<file path="src/common/etc_consts.vh">
`ifndef ETC_CONSTS_VH
`define ETC_CONSTS_VH

// clock rate and documented times
`define ETC_CLK_KHZ          125000
`define ETC_REC_MS           150
`define ETC_REC_CYCLES       (`ETC_REC_MS * `ETC_CLK_KHZ)
`define ETC_STOP_MS          4
`define ETC_STOP_CYCLES      (`ETC_STOP_MS * `ETC_CLK_KHZ)
`define ETC_XTAL_DIV         8

// widths
`define ETC_CNT_W            44
`define ETC_SUB_W            12
`define ETC_ALM_W            32

// host byte offsets
`define ETC_OFF_SUB0         4'h0
`define ETC_OFF_SUB1         4'h1
`define ETC_OFF_SEC0         4'h2
`define ETC_OFF_SEC3         4'h5
`define ETC_OFF_ALM0         4'h6
`define ETC_OFF_ALM3         4'h9
`define ETC_OFF_CTLA         4'hA
`define ETC_OFF_CTLB         4'hB
`define ETC_OFF_STAT         4'hC

// control a fields
`define ETC_CA_REFRESH       7
`define ETC_CA_OSC_RUN       6
`define ETC_CA_SRC_HI        5
`define ETC_CA_SRC_LO        4
`define ETC_CA_EVT_POL       3
`define ETC_CA_SQWE          2
`define ETC_CA_PER_IEN       1
`define ETC_CA_ALM_IEN       0

// control b fields
`define ETC_CB_PRS_HI        7
`define ETC_CB_PRS_LO        4

// status fields
`define ETC_ST_STOPPED       7
`define ETC_ST_UIP           6
`define ETC_ST_PERIODIC      1
`define ETC_ST_ALARM         0

// count source encodings
`define ETC_SRC_PRIMARY      2'h0
`define ETC_SRC_BACKUP       2'h1

// reset values and the sync bit lane
`define ETC_CTLA_RST         8'hC0
`define ETC_CTLB_RST         8'h00
`define ETC_SUB0_LANE        0

`endif

</file>
<file path="src/rtl/etc_core.v">
`timescale 1ns/1ps
`include "etc_consts.vh"

module etc_core #(
  parameter integer REC_CYCLES = `ETC_REC_CYCLES,
  parameter integer STOP_CYCLES = `ETC_STOP_CYCLES
) (
  input  wire       ref_clk,
  input  wire       sys_rst,
  input  wire       cs_n,
  input  wire       oe_n,
  input  wire       we_n,
  input  wire [3:0] address_lines,
  input  wire [7:0] data_lines_in,
  output reg  [7:0] data_lines_out,
  output wire       data_lines_oe,
  input  wire       primary_power_ok,
  input  wire       on_backup,
  input  wire       event_gate_input,
  input  wire       crystal_in,
  output reg        crystal_out,
  output wire       irq_out,
  output reg        irq_oe,
  output wire       bus_ready
);

  // periodic rate code to counter bit that must roll over
  function [5:0] etc_rate_bit;
    input [3:0] code;
    begin
      case (code)
        4'h1:    etc_rate_bit = 6'd0;
        4'h2:    etc_rate_bit = 6'd1;
        4'h3:    etc_rate_bit = 6'd2;
        4'h4:    etc_rate_bit = 6'd3;
        4'h5:    etc_rate_bit = 6'd4;
        4'h6:    etc_rate_bit = 6'd6;
        4'h7:    etc_rate_bit = 6'd8;
        4'h8:    etc_rate_bit = 6'd12;
        4'h9:    etc_rate_bit = 6'd16;
        4'hA:    etc_rate_bit = 6'd18;
        4'hB:    etc_rate_bit = 6'd20;
        4'hC:    etc_rate_bit = 6'd24;
        4'hD:    etc_rate_bit = 6'd28;
        4'hE:    etc_rate_bit = 6'd30;
        4'hF:    etc_rate_bit = 6'd33;
        default: etc_rate_bit = 6'd0;
      endcase
    end
  endfunction

  localparam [1:0] ST_RECOVER = 2'd0;
  localparam [1:0] ST_READY   = 2'd1;

  reg  [43:0] run_q;
  reg  [43:0] run_d;
  reg  [43:0] vis_q;
  reg  [43:0] vis_d;
  reg  [31:0] alarm_q;
  reg  [7:0]  ctla_q;
  reg  [7:0]  ctlb_q;
  reg         sqws_q;
  reg         osc_stopped_flag_q;
  reg         periodic_flag_q;
  reg         alarm_flag_q;
  reg  [1:0]  state_q;
  reg  [24:0] rec_q;
  reg         wr_q;
  reg         ev_s1_q;
  reg         ev_s2_q;
  reg         bk_s1_q;
  reg         bk_s2_q;
  reg         count_en;
  reg  [47:0] wbuf;
  reg  [7:0]  rd_byte;
  reg  [3:0]  byte_idx;
  integer     i;

  wire        tick;
  wire        osc_stop;
  wire        inc;
  wire [43:0] run_inc;
  wire [43:0] rate_mask;
  wire [5:0]  rate_bit;
  wire        wr_act;
  wire        wr_go;
  wire        rd_sel;
  wire        alarm_hit;
  wire        periodic_hit;
  wire        evt_active;
  wire [1:0]  src_sel;
  wire        is_cnt_addr;
  wire [47:0] vis_bytes;

  // crystal sampling, divide by eight and stop watchdog
  etc_timebase #(
    .STOP_CYCLES (STOP_CYCLES)
  ) u_timebase (
    .ref_clk     (ref_clk),
    .sys_rst     (sys_rst),
    .crystal_in  (crystal_in),
    .osc_enable  (ctla_q[`ETC_CA_OSC_RUN]),
    .count_tick  (tick),
    .osc_stopped (osc_stop)
  );

  // feedback drive is the registered inverse of the crystal input; held low while the oscillator is off
  always @(posedge ref_clk or posedge sys_rst) begin
    if (sys_rst)
      crystal_out <= 1'b0;
    else
      crystal_out <= ctla_q[`ETC_CA_OSC_RUN] & ~crystal_in;
  end

  // power-up recovery: skipped when the oscillator is off at release
  always @(posedge ref_clk or posedge sys_rst) begin
    if (sys_rst) begin
      state_q <= ST_RECOVER;
      rec_q   <= 25'h000_0000;
    end else begin
      case (state_q)
        ST_RECOVER: begin
          if (!ctla_q[`ETC_CA_OSC_RUN])
            state_q <= ST_READY;
          else if (rec_q >= REC_CYCLES[24:0] - 25'h000_0001)
            state_q <= ST_READY;
          else
            rec_q <= rec_q + 25'h000_0001;
        end
        ST_READY: state_q <= ST_READY;
        default:  state_q <= ST_RECOVER;
      endcase
    end
  end

  assign bus_ready = (state_q == ST_READY);

  // a write is taken once, on the first cycle of a chip-select and write-enable low
  assign wr_act = ~cs_n & ~we_n & primary_power_ok & bus_ready;
  assign wr_go  = wr_act & ~wr_q;

  always @(posedge ref_clk or posedge sys_rst) begin
    if (sys_rst)
      wr_q <= 1'b0;
    else
      wr_q <= wr_act;
  end

  // drive only for a real read with primary power; recovery does not gate it
  assign rd_sel        = ~cs_n & ~oe_n & we_n & primary_power_ok;
  assign data_lines_oe = rd_sel;

  // two-stage synchronisers; only the second stage is looked at
  always @(posedge ref_clk or posedge sys_rst) begin
    if (sys_rst) begin
      ev_s1_q <= 1'b0;
      ev_s2_q <= 1'b0;
      bk_s1_q <= 1'b0;
      bk_s2_q <= 1'b0;
    end else begin
      ev_s1_q <= event_gate_input;
      ev_s2_q <= ev_s1_q;
      bk_s1_q <= on_backup;
      bk_s2_q <= bk_s1_q;
    end
  end

  // count condition chosen by the source field
  assign src_sel    = ctla_q[`ETC_CA_SRC_HI:`ETC_CA_SRC_LO];
  assign evt_active = ~(ev_s2_q ^ ctla_q[`ETC_CA_EVT_POL]);

  always @* begin
    case (src_sel)
      `ETC_SRC_PRIMARY: count_en = ~bk_s2_q;
      `ETC_SRC_BACKUP:  count_en = bk_s2_q;
      default:          count_en = evt_active & primary_power_ok;
    endcase
  end

  assign inc     = tick & count_en;
  assign run_inc = run_q + 44'h000_0000_0001;

  // periodic roll-over test on the value just reached
  assign rate_bit  = etc_rate_bit(ctlb_q[`ETC_CB_PRS_HI:`ETC_CB_PRS_LO]);
  assign rate_mask = ~({44{1'b1}} << rate_bit);
  assign periodic_hit = inc && (ctlb_q[`ETC_CB_PRS_HI:`ETC_CB_PRS_LO] != 4'h0) &&
                        ((run_inc & rate_mask) == 44'h000_0000_0000);

  // upper 32 bits against alarm; runs whatever the supply
  assign alarm_hit = (run_q[43:12] == alarm_q);

  assign is_cnt_addr = (address_lines <= `ETC_OFF_SEC3);

  // counter next value: increment, then a host byte write overrides its lane
  always @* begin
    run_d = inc ? run_inc : run_q;
    wbuf  = {run_d, 4'h0};
    if (wr_go && is_cnt_addr) begin
      for (i = 0; i < 6; i = i + 1) begin
        if (address_lines == i[3:0])
          wbuf[i*8 +: 8] = data_lines_in;
      end
      run_d = wbuf[47:4];
    end
  end

  // host copy follows the running copy while refresh is on, and on any counter byte write
  always @* begin
    if (ctla_q[`ETC_CA_REFRESH] || (wr_go && is_cnt_addr))
      vis_d = run_d;
    else
      vis_d = vis_q;
  end

  always @(posedge ref_clk or posedge sys_rst) begin
    if (sys_rst) begin
      run_q <= 44'h000_0000_0000;
      vis_q <= 44'h000_0000_0000;
    end else begin
      run_q <= run_d;
      vis_q <= vis_d;
    end
  end

  // plain control and alarm bytes
  always @(posedge ref_clk or posedge sys_rst) begin
    if (sys_rst) begin
      alarm_q <= 32'h0000_0000;
      ctla_q  <= `ETC_CTLA_RST;
      ctlb_q  <= `ETC_CTLB_RST;
      sqws_q  <= 1'b0;
    end else if (wr_go) begin
      case (address_lines)
        `ETC_OFF_SUB0: sqws_q <= data_lines_in[`ETC_SUB0_LANE];
        4'h6:          alarm_q[7:0]   <= data_lines_in;
        4'h7:          alarm_q[15:8]  <= data_lines_in;
        4'h8:          alarm_q[23:16] <= data_lines_in;
        `ETC_OFF_ALM3: alarm_q[31:24] <= data_lines_in;
        `ETC_OFF_CTLA: ctla_q <= data_lines_in;
        `ETC_OFF_CTLB: ctlb_q <= data_lines_in;
        default:       sqws_q <= sqws_q;
      endcase
    end
  end

  // sticky flags: hardware set wins over a host write of zero
  always @(posedge ref_clk or posedge sys_rst) begin
    if (sys_rst) begin
      osc_stopped_flag_q <= 1'b0;
      periodic_flag_q    <= 1'b0;
      alarm_flag_q       <= 1'b0;
    end else begin
      if (osc_stop)
        osc_stopped_flag_q <= 1'b1;
      else if (wr_go && address_lines == `ETC_OFF_STAT && !data_lines_in[`ETC_ST_STOPPED])
        osc_stopped_flag_q <= 1'b0;
      if (periodic_hit)
        periodic_flag_q <= 1'b1;
      else if (wr_go && address_lines == `ETC_OFF_STAT && !data_lines_in[`ETC_ST_PERIODIC])
        periodic_flag_q <= 1'b0;
      if (alarm_hit)
        alarm_flag_q <= 1'b1;
      else if (wr_go && address_lines == `ETC_OFF_STAT && !data_lines_in[`ETC_ST_ALARM])
        alarm_flag_q <= 1'b0;
    end
  end

  // open drain: only ever pulls low, enable follows the masked flags
  always @(posedge ref_clk or posedge sys_rst) begin
    if (sys_rst)
      irq_oe <= 1'b0;
    else
      irq_oe <= (alarm_flag_q & ctla_q[`ETC_CA_ALM_IEN]) |
                (periodic_flag_q & ctla_q[`ETC_CA_PER_IEN]);
  end

  assign irq_out = 1'b0;

  // read mux; the low nibble of the first fraction byte carries the sync bit
  assign vis_bytes = {vis_q, 4'h0};

  always @* begin
    byte_idx = address_lines;
    rd_byte  = 8'h00;
    case (address_lines)
      4'h0, 4'h1, 4'h2, 4'h3, 4'h4, 4'h5:
        rd_byte = vis_bytes[byte_idx*8 +: 8];
      4'h6: rd_byte = alarm_q[7:0];
      4'h7: rd_byte = alarm_q[15:8];
      4'h8: rd_byte = alarm_q[23:16];
      4'h9: rd_byte = alarm_q[31:24];
      `ETC_OFF_CTLA: rd_byte = ctla_q;
      `ETC_OFF_CTLB: rd_byte = ctlb_q;
      `ETC_OFF_STAT: begin
        rd_byte[`ETC_ST_STOPPED]  = osc_stopped_flag_q;
        rd_byte[`ETC_ST_UIP]      = (vis_q != run_q);
        rd_byte[`ETC_ST_PERIODIC] = periodic_flag_q;
        rd_byte[`ETC_ST_ALARM]    = alarm_flag_q;
      end
      default: rd_byte = 8'h00;
    endcase
    if (address_lines == `ETC_OFF_SUB0)
      rd_byte[`ETC_SUB0_LANE] = sqws_q;
  end

  // read data out of a flop, one cycle behind the address
  always @(posedge ref_clk or posedge sys_rst) begin
    if (sys_rst)
      data_lines_out <= 8'h00;
    else
      data_lines_out <= rd_byte;
  end

endmodule

</file>
<file path="src/rtl/etc_timebase.v">
`timescale 1ns/1ps
`include "etc_consts.vh"

module etc_timebase #(
  parameter integer STOP_CYCLES = `ETC_STOP_CYCLES
) (
  input  wire ref_clk,
  input  wire sys_rst,
  input  wire crystal_in,
  input  wire osc_enable,
  output reg  count_tick,
  output reg  osc_stopped
);

  reg        xtal_q;
  reg [2:0]  div_q;
  reg [19:0] idle_q;
  wire       xtal_rise = crystal_in & ~xtal_q;

  // divide crystal rising edges by eight into one count enable
  always @(posedge ref_clk or posedge sys_rst) begin
    if (sys_rst) begin
      xtal_q     <= 1'b0;
      div_q      <= 3'h0;
      count_tick <= 1'b0;
    end else begin
      xtal_q     <= crystal_in;
      count_tick <= 1'b0;
      if (xtal_rise && osc_enable) begin
        div_q <= div_q + 3'h1;
        if (div_q == 3'h7)
          count_tick <= 1'b1;
      end
    end
  end

  // watchdog on crystal edges; a disabled oscillator also counts as stopped
  always @(posedge ref_clk or posedge sys_rst) begin
    if (sys_rst) begin
      idle_q      <= 20'h0_0000;
      osc_stopped <= 1'b0;
    end else if (xtal_rise && osc_enable) begin
      idle_q      <= 20'h0_0000;
      osc_stopped <= 1'b0;
    end else if (idle_q >= STOP_CYCLES[19:0] - 20'h0_0001) begin
      osc_stopped <= 1'b1;
    end else begin
      idle_q <= idle_q + 20'h0_0001;
    end
  end

endmodule
</file>
<file path="config.mk">
export PLATFORM = sky130hd
export DESIGN_NAME = etc_core
export DESIGN_NICKNAME = d
export VERILOG_FILES = /design/src/rtl/etc_core.v /design/src/rtl/etc_timebase.v
export VERILOG_INCLUDE_DIRS = /design/src /design/src/common
export SDC_FILE = /design/constraint.sdc
export NUM_CORES = 1
export LEC_CHECK = 0
export BUFFER_PORTS_ARGS = -buffer_cell sky130_fd_sc_hd__buf_2
export CORE_MARGIN = 2
export CORE_UTILIZATION = 63
export DETAILED_ROUTE_END_ITERATION = 10
export PLACE_DENSITY = 0.8
export SETUP_SLACK_MARGIN = 0.3
export SLEW_MARGIN = 15
export SYNTH_ARGS = -nofsm -noshare
export SYNTH_HDL_FRONTEND = slang
export SYNTH_SLANG_ARGS = --single-unit
</file>
<file path="constraint.sdc">
create_clock -name ref_clk -period 7.4 [get_ports ref_clk]
set_input_delay 0.74 -clock ref_clk [delete_from_list [all_inputs] [get_ports ref_clk]]
set_output_delay 0.74 -clock ref_clk [all_outputs]
set_load 0.03 [all_outputs]
</file>
==> Word-level counts from Yosys, hierarchy flattened <==
Memory sizes are Yosys's and may differ from the RTL's.
Cells that the tools add are included.
{ "op_classes": {"eq_ne": 19, "reduce_logical": 30, "n_addsub": 4, "bitwise_logic": 26, "magnitude_cmp": 3, "n_mux": 28, "shift": 2} }
{ "ops": {"columns": ["op", "count"], "rows": [
  ["44-bit 2-to-1 mux", 2],
  ["8-bit 2-to-1 mux", 6],
  ["48-bit by 8-bit variable part select with 8-bit output", 1],
  ["44-bit by 1-bit adder with 44-bit output, second input constant", 1],
  ["44-bit AND", 1],
  ["44-bit logical NOT", 1],
  ["44-bit != test", 1],
  ["44-bit NOT", 1],
  ["44-bit by 6-bit left shift with 44-bit output, first input constant", 1],
  ["20-bit 2-to-1 mux", 2],
  ["32-bit == test", 1],
  ["2-bit one-hot mux with 8 select lines", 2],
  ["4-bit one-hot mux with 7 select lines", 1],
  ["25-bit by 1-bit adder with 25-bit output, second input constant", 1],
  ["25-bit >= comparator, second input constant", 1],
  ["20-bit by 1-bit adder with 20-bit output, second input constant", 1],
  ["4-bit == test, second input constant", 5],
  ["20-bit by 19-bit >= comparator with 1-bit output, second input constant", 1],
  ["4-bit by 3-bit == test with 1-bit output, second input constant", 4],
  ["2-bit AND reduction", 7],
  ["1-bit AND", 13],
  ["1-bit 2-to-1 mux", 11],
  ["1-bit NOT", 9],
  ["4-bit by 2-bit == test with 1-bit output, second input constant", 2],
  ["other kinds (21)", 36]
]} }
{ "totals": {"out_inout_bits": 13, "n_memories": 1, "word_cells": 140, "rom_bits": 96, "register_bits": 208, "input_bits": 21} }
{ "memory_table": {"columns": ["memory", "words", "width", "read_ports", "rd_ports_with_merged_regs", "wr", "line_no", "source"], "rows": [
  ["(no name shown)", 16, 6, 1, 0, 0, "etc_core.v:31", "case (code)"]
]} }

==> Depth between registers and ports, before layout <==
{ "logic_depth": {"ltp_word": 9, "depth_mapped": 11, "depth_no_buf": 10} }

==> Hierarchy <==
Synthesis repeated with hierarchy kept, for this count alone.
{ "unflattened": {"cells_unflattened": 1281, "hier_area_um2": 12647.1} }
{ "by_module_without_submodules": {"columns": ["mod", "area_per_inst_um2", "seq_area_each_um2", "instances", "cells_each"], "rows": [
  ["etc_core", 11288.3, 4531.8, 1, 1136],
  ["etc_timebase", 1358.8, 650.6, 1, 145]
]} }

==> Worst setup path before layout <==
Ideal clock, no wire load.
{ "synth_timing": {"path_kind": "reg2reg", "from": "reg run_q[0]", "to": "reg vis_q[38]", "period_less_slack_ps": 2762, "t_required_ps": 7273, "setup_slack_ps": 4638, "path_buffers": 1, "stages_incl_launch_ff": 11, "setup_ps": 127, "arrival_time_ps": 2634, "cell_sequence": "dfrtp_1 -> ha_1 -> and4_1 -> clkbuf_1 -> nand4_1 -> nor4_4 -> nand2_2 -> nor4_2 -> xor2_1 -> mux2_1 -> mux2_1"} }
{ "synth_between": {"elab_chain_cells": 4} }
{ "synth_rtl": {"columns": ["item", "line_no", "source"], "rows": [
  ["start, declared", "etc_core.v:55", "reg [43:0] run_q;"],
  ["start signal, assigned", "etc_core.v:220", "run_q <= run_d;"],
  ["44-bit by 1-bit adder with 44-bit output *", "etc_core.v:181", "assign run_inc = run_q + 44'h000_0000_0001;"],
  ["44-bit 2-to-1 mux *", "etc_core.v:196", "run_d = inc ? run_inc : run_q;"],
  ["8-bit 2-to-1 mux", "etc_core.v:200", "if (address_lines == i[3:0])"],
  ["44-bit 2-to-1 mux *", "etc_core.v:198", "if (wr_go && is_cnt_addr) begin"],
  ["via run_d[38]", "etc_core.v:56", "reg [43:0] run_d;"],
  ["end signal, assigned", "etc_core.v:221", "vis_q <= vis_d;"],
  ["end, declared", "etc_core.v:57", "reg [43:0] vis_q;"]
]} }
The timed path passes the listed nets; every way through them passes the cells marked *.
A chain may end at the register's enable or synchronous reset.

==> Final worst setup path <==
{ "layout_timing": {"from": "reg ctlb_q[7]", "to": "reg periodic_flag_q"} }
{ "layout_between": {"elab_chain_cells": 7, "word_cells_on_any_way": 10, "classes_between": "shift: 1; mux: 1; bitwise: 2; reduce/logical: 5; memory: 1"} }
{ "layout_rtl": {"columns": ["item", "line_no", "source"], "rows": [
  ["start, declared", "etc_core.v:61", "reg [7:0] ctlb_q;"],
  ["start signal, assigned", "etc_core.v:230", "ctlb_q <= `ETC_CTLB_RST;"],
  ["start signal, assigned", "etc_core.v:240", "`ETC_OFF_CTLB: ctlb_q <= data_lines_in;"],
  ["memory read 16 x 6 bit", null, null],
  ["44-bit by 6-bit left shift with 44-bit output", "etc_core.v:185", "assign rate_mask = ~({44{1'b1}} << rate_bit);"],
  ["44-bit NOT", "etc_core.v:185", null],
  ["44-bit AND", "etc_core.v:187", "((run_inc & rate_mask) == 44'h000_0000_0000);"],
  ["44-bit logical NOT", "etc_core.v:187", null],
  ["1-bit logical AND *", "etc_core.v:186", "assign periodic_hit = inc && (ctlb_q[`ETC_CB_PRS_HI:`ETC_CB_PRS_LO] != 4'h0) &&"],
  ["1-bit 2-to-1 mux or 2-bit nonzero test (tied branches)", null, null],
  ["end signal, assigned", "etc_core.v:250", "periodic_flag_q <= 1'b0;"],
  ["end signal, assigned", "etc_core.v:258", "periodic_flag_q <= 1'b1;"],
  ["end signal, assigned", "etc_core.v:260", "periodic_flag_q <= 1'b0;"],
  ["end, declared", "etc_core.v:64", "reg periodic_flag_q;"]
]} }
Mark *: on every way between the ends. The rest lies on a longest branch, timed or not.

==> flow_summary.yaml <==
outcome:
  outcome: "complete, no violations"
finish:
  nNetsFinal: 1277
  drive_gt1_share_pct: 15.9
  fillers: 1496
  diodes: 0
  syn_to_final_growth_pct: 7.73
  finish.utilization_pct: 68.9
sta:
  slew_headroom_pct: 24.3
  skew_ns: 0.00947
  final.period_utilization_pct: 46.8
  finalSetupViolations: 0
  fmaxAchievable_mhz: 288
  worst_pin_slew_ns: 1.14
  rsz0062_at_grt: "no"
  report.final.slew_viol_count: 0
  post-route-min-period_ns: 3.47
  totalNegativeSetupSlack_ns: 0
  hold_viol: 0
route:
  drt_iter0_drc: 1192
  avgViaCountPerCell: 6.56
  drt_first_pass_iters: 6
  postRouteAntennaNets: 0
  drc: 0
  vias: 10019
  routedWlPerCell_um: 23.6
  finalWirelength_mm: 36.1
cts:
  htreeDepth: 1
  ctsResizeCount: 0
  numCtsBuffers: 23
  cts-root-buf: "clkbuf_16"
  clkTransAtPathRegs_ns: 0.06
  cts_hold_buf: 0
  clk_path_buf_depth: 3
  cts_tree: "done"
  cts.sink_count: 207
  insertion_delay_ns: 0.53
  cts_setup_buffers: 0
critical_path:
  critPathKind: "flip-flop to flip-flop"
  worstPathRequired_ns: 7.81
  critical_path.max_fanout: 33
  critPathCaptureType: "flip-flop"
  worstSetupStartpointType: "flip-flop"
  cp.arrival_ns: 3.88
global_route:
  grt_pass1_vias: 9811
  grt_pass1_wl_mm: 55.6
  antenna_found_initial: 0
  grtUsageTotal_pct: 35.3
  grt_overflow: 0
  grt_max_degree: 127
power_and_ir_drop:
  vdd_drop_max_uv: 298
  p_seq_share_pct: 44.5
  p_sw_w: 0.00119
  power_leakage_nw: 5.74
  clkPwrFrac_pct: 33.9
  power_density_mw_per_mm2: 273
  p_int_w: 0.00246
  p_comb_share_pct: 21.6
  swShare_pct: 32.7
yosys:
  syn_area_mm2: 0.0124
  synth.avg_cell_area_um2: 9.71
  synth_most_common_cell: "dfrtp_1"
  syn-num-nets: 1309
  yosys.area.top_type: "dfrtp_1"
  ys_seq_elements: 207
  synth_commonest_cells: "dfrtp_1, nand2_1, xnor2_1, mux2_2, xor2_1"
  netlist_instances: 1278
  synth_edf_count: 0
  yosys_most_used_dff: "dfrtp_1"
  synth-seq-area-share_pct: 41.7
  ys_top_cells_by_area: "dfrtp_1, mux2_2, xnor2_1"
  ys_warn_count: 0
  synthArstFlopShare_pct: 100
  synth.top_cell.area_share_pct: 41.3
  synth.distinct_cells: 78
placed_design:
  dp_hpwl_mm: 25.5
  gp_congestion: 0.987
  io_buffers: 32
floorplanning:
  io_pins: 34
  rows: 51
  coreArea_mm2: 0.0194
  start_util_pct: 64.0
  die_x_um: 144
  die_h_um: 144
  dieArea_mm2: 0.0208
hold_path:
  hold_class: "primary input to flip-flop"
run:
  drv_cap: 0
final timing paths:
kind                            slack, ns                  start                          endpoint  cells past startpoint
max in group asynchronous            5.49                sys_rst  u_timebase.idle_q[8]$_DFFE_PP0P_                      3
worst max register to register       3.93  ctlb_q[7]$_DFFE_PP0P_       periodic_flag_q$_DFFE_PP0P_                      7
worst max-delay path                 3.93  ctlb_q[7]$_DFFE_PP0P_       periodic_flag_q$_DFFE_PP0P_                      7
worst min register to register       0.35      ev_s1_q$_DFF_PP0_                 ev_s2_q$_DFF_PP0_                      0
min in group asynchronous            0.38                sys_rst                  irq_oe$_DFF_PP0_                      2
worst min-delay path                 0.32       event_gate_input                 ev_s1_q$_DFF_PP0_                      1
routing by layer:
layer	track usage, %	vias up	share of wire, %
li1	-	4468	-
met1	47.7	4853	40
met2	55.0	569	45
met3	7.19	129	9.5
met4	16.9	0	5.0
met5	0	-	0
flip-flops by register name, summed over array words and instances (netlist names), 3 cells and up:
register and count:
run_q 44, vis_q 44, alarm_q 32, rec_q 25
u_timebase.idle_q 20, ctla_q 8, ctlb_q 8, data_lines_out 8
u_timebase.div_q 3
worst max-delay path, cell delays in order, from the launching register on:
cell and delay, ns:
dfrtp_1 1.09, mux2_2 0.42, a21oi_1 0.40, o21ai_0 0.20, a32o_1 0.30, a221oi_1 0.24, or3b_1 0.41, o41ai_2 0.29
through the flow:
step	hold WS (ns)	instance area (um2)	total power (W)	worst slack (ns)	instances
after floorplan	0.331	12400	0.00215	1.01	1278
after global placement	0.335	12500	0.00237	3.86	1486
after detailed placement	0.341	12500	0.00239	3.80	1486
after CTS	0.311	13400	0.00364	4.02	1528
after global routing	0.309	13400	0.00379	3.72	1528
final	0.320	13400	0.00366	3.93	1528
cells by family (layout without fill, tap and decap cells):
logic type | after synthesis | count (layout) | share of synthesized area (%)
mux | 118 | 118 | 11.0
compound gates | 204 | 204 | 10.6
other cells | 1 | 1 | 0.0302
buf+inv | 117 | 102 | 4.15
xor+xnor | 189 | 189 | 13.3
simple gates | 432 | 432 | 18.1
fa+ha+maj | 10 | 10 | 1.01
flops | 207 | 207 | 41.7
placed cells by master, fill, tap and decap left out, types with 4 or more instances in the layout:
cell,count
buf_2,32
inv_1,19
a211oi_1,6
a311oi_1,6
dfrtp_1,205
o211ai_1,5
o31ai_1,4
a221oi_1,7
mux2_2,98
mux2i_1,13
clkbuf_8,5
nor2_1,86
a22o_1,6
and2_1,12
a21oi_1,35
xnor2_1,100
o21ai_1,5
bufinv_16,4
nor3_1,27
and4_1,11
xor2_1,89
nand4_1,39
o221ai_1,6
mux4_2,5
nand2b_1,5
nor2b_1,15
clkbuf_16,23
a31oi_1,7
clkinv_2,4
ha_1,10
o21ai_0,76
nand2_1,123
buf_4,6
nor4_1,25
and3_1,19
nor4bb_1,4
nand3_1,40
or3_1,6
final cells by class:
class | instances | area [um2] | share of cell area, %
Clock buffer | 31 | 656 | 4.90
Clock inverter | 11 | 178 | 1.33
Inverter | 22 | 90.1 | 0.674
Multi-Input combinational cell | 954 | 6730 | 50.3
Sequential cell | 207 | 5180 | 38.7
Tap cell | 265 | 332 | 2.48
Timing Repair Buffer | 38 | 205 | 1.53
power groups by stage:
stage	Clock (W)	Combinational, W	Sequential (W)
global placement	0	0.000754	0.00162
detailed placement	0	0.000772	0.00162
CTS	0.00125	0.000780	0.00161
floorplan	0	0.000668	0.00148
finish	0.00124	0.000790	0.00162
global route	0.00129	0.000859	0.00164
(Power assumes the default switching activity.)
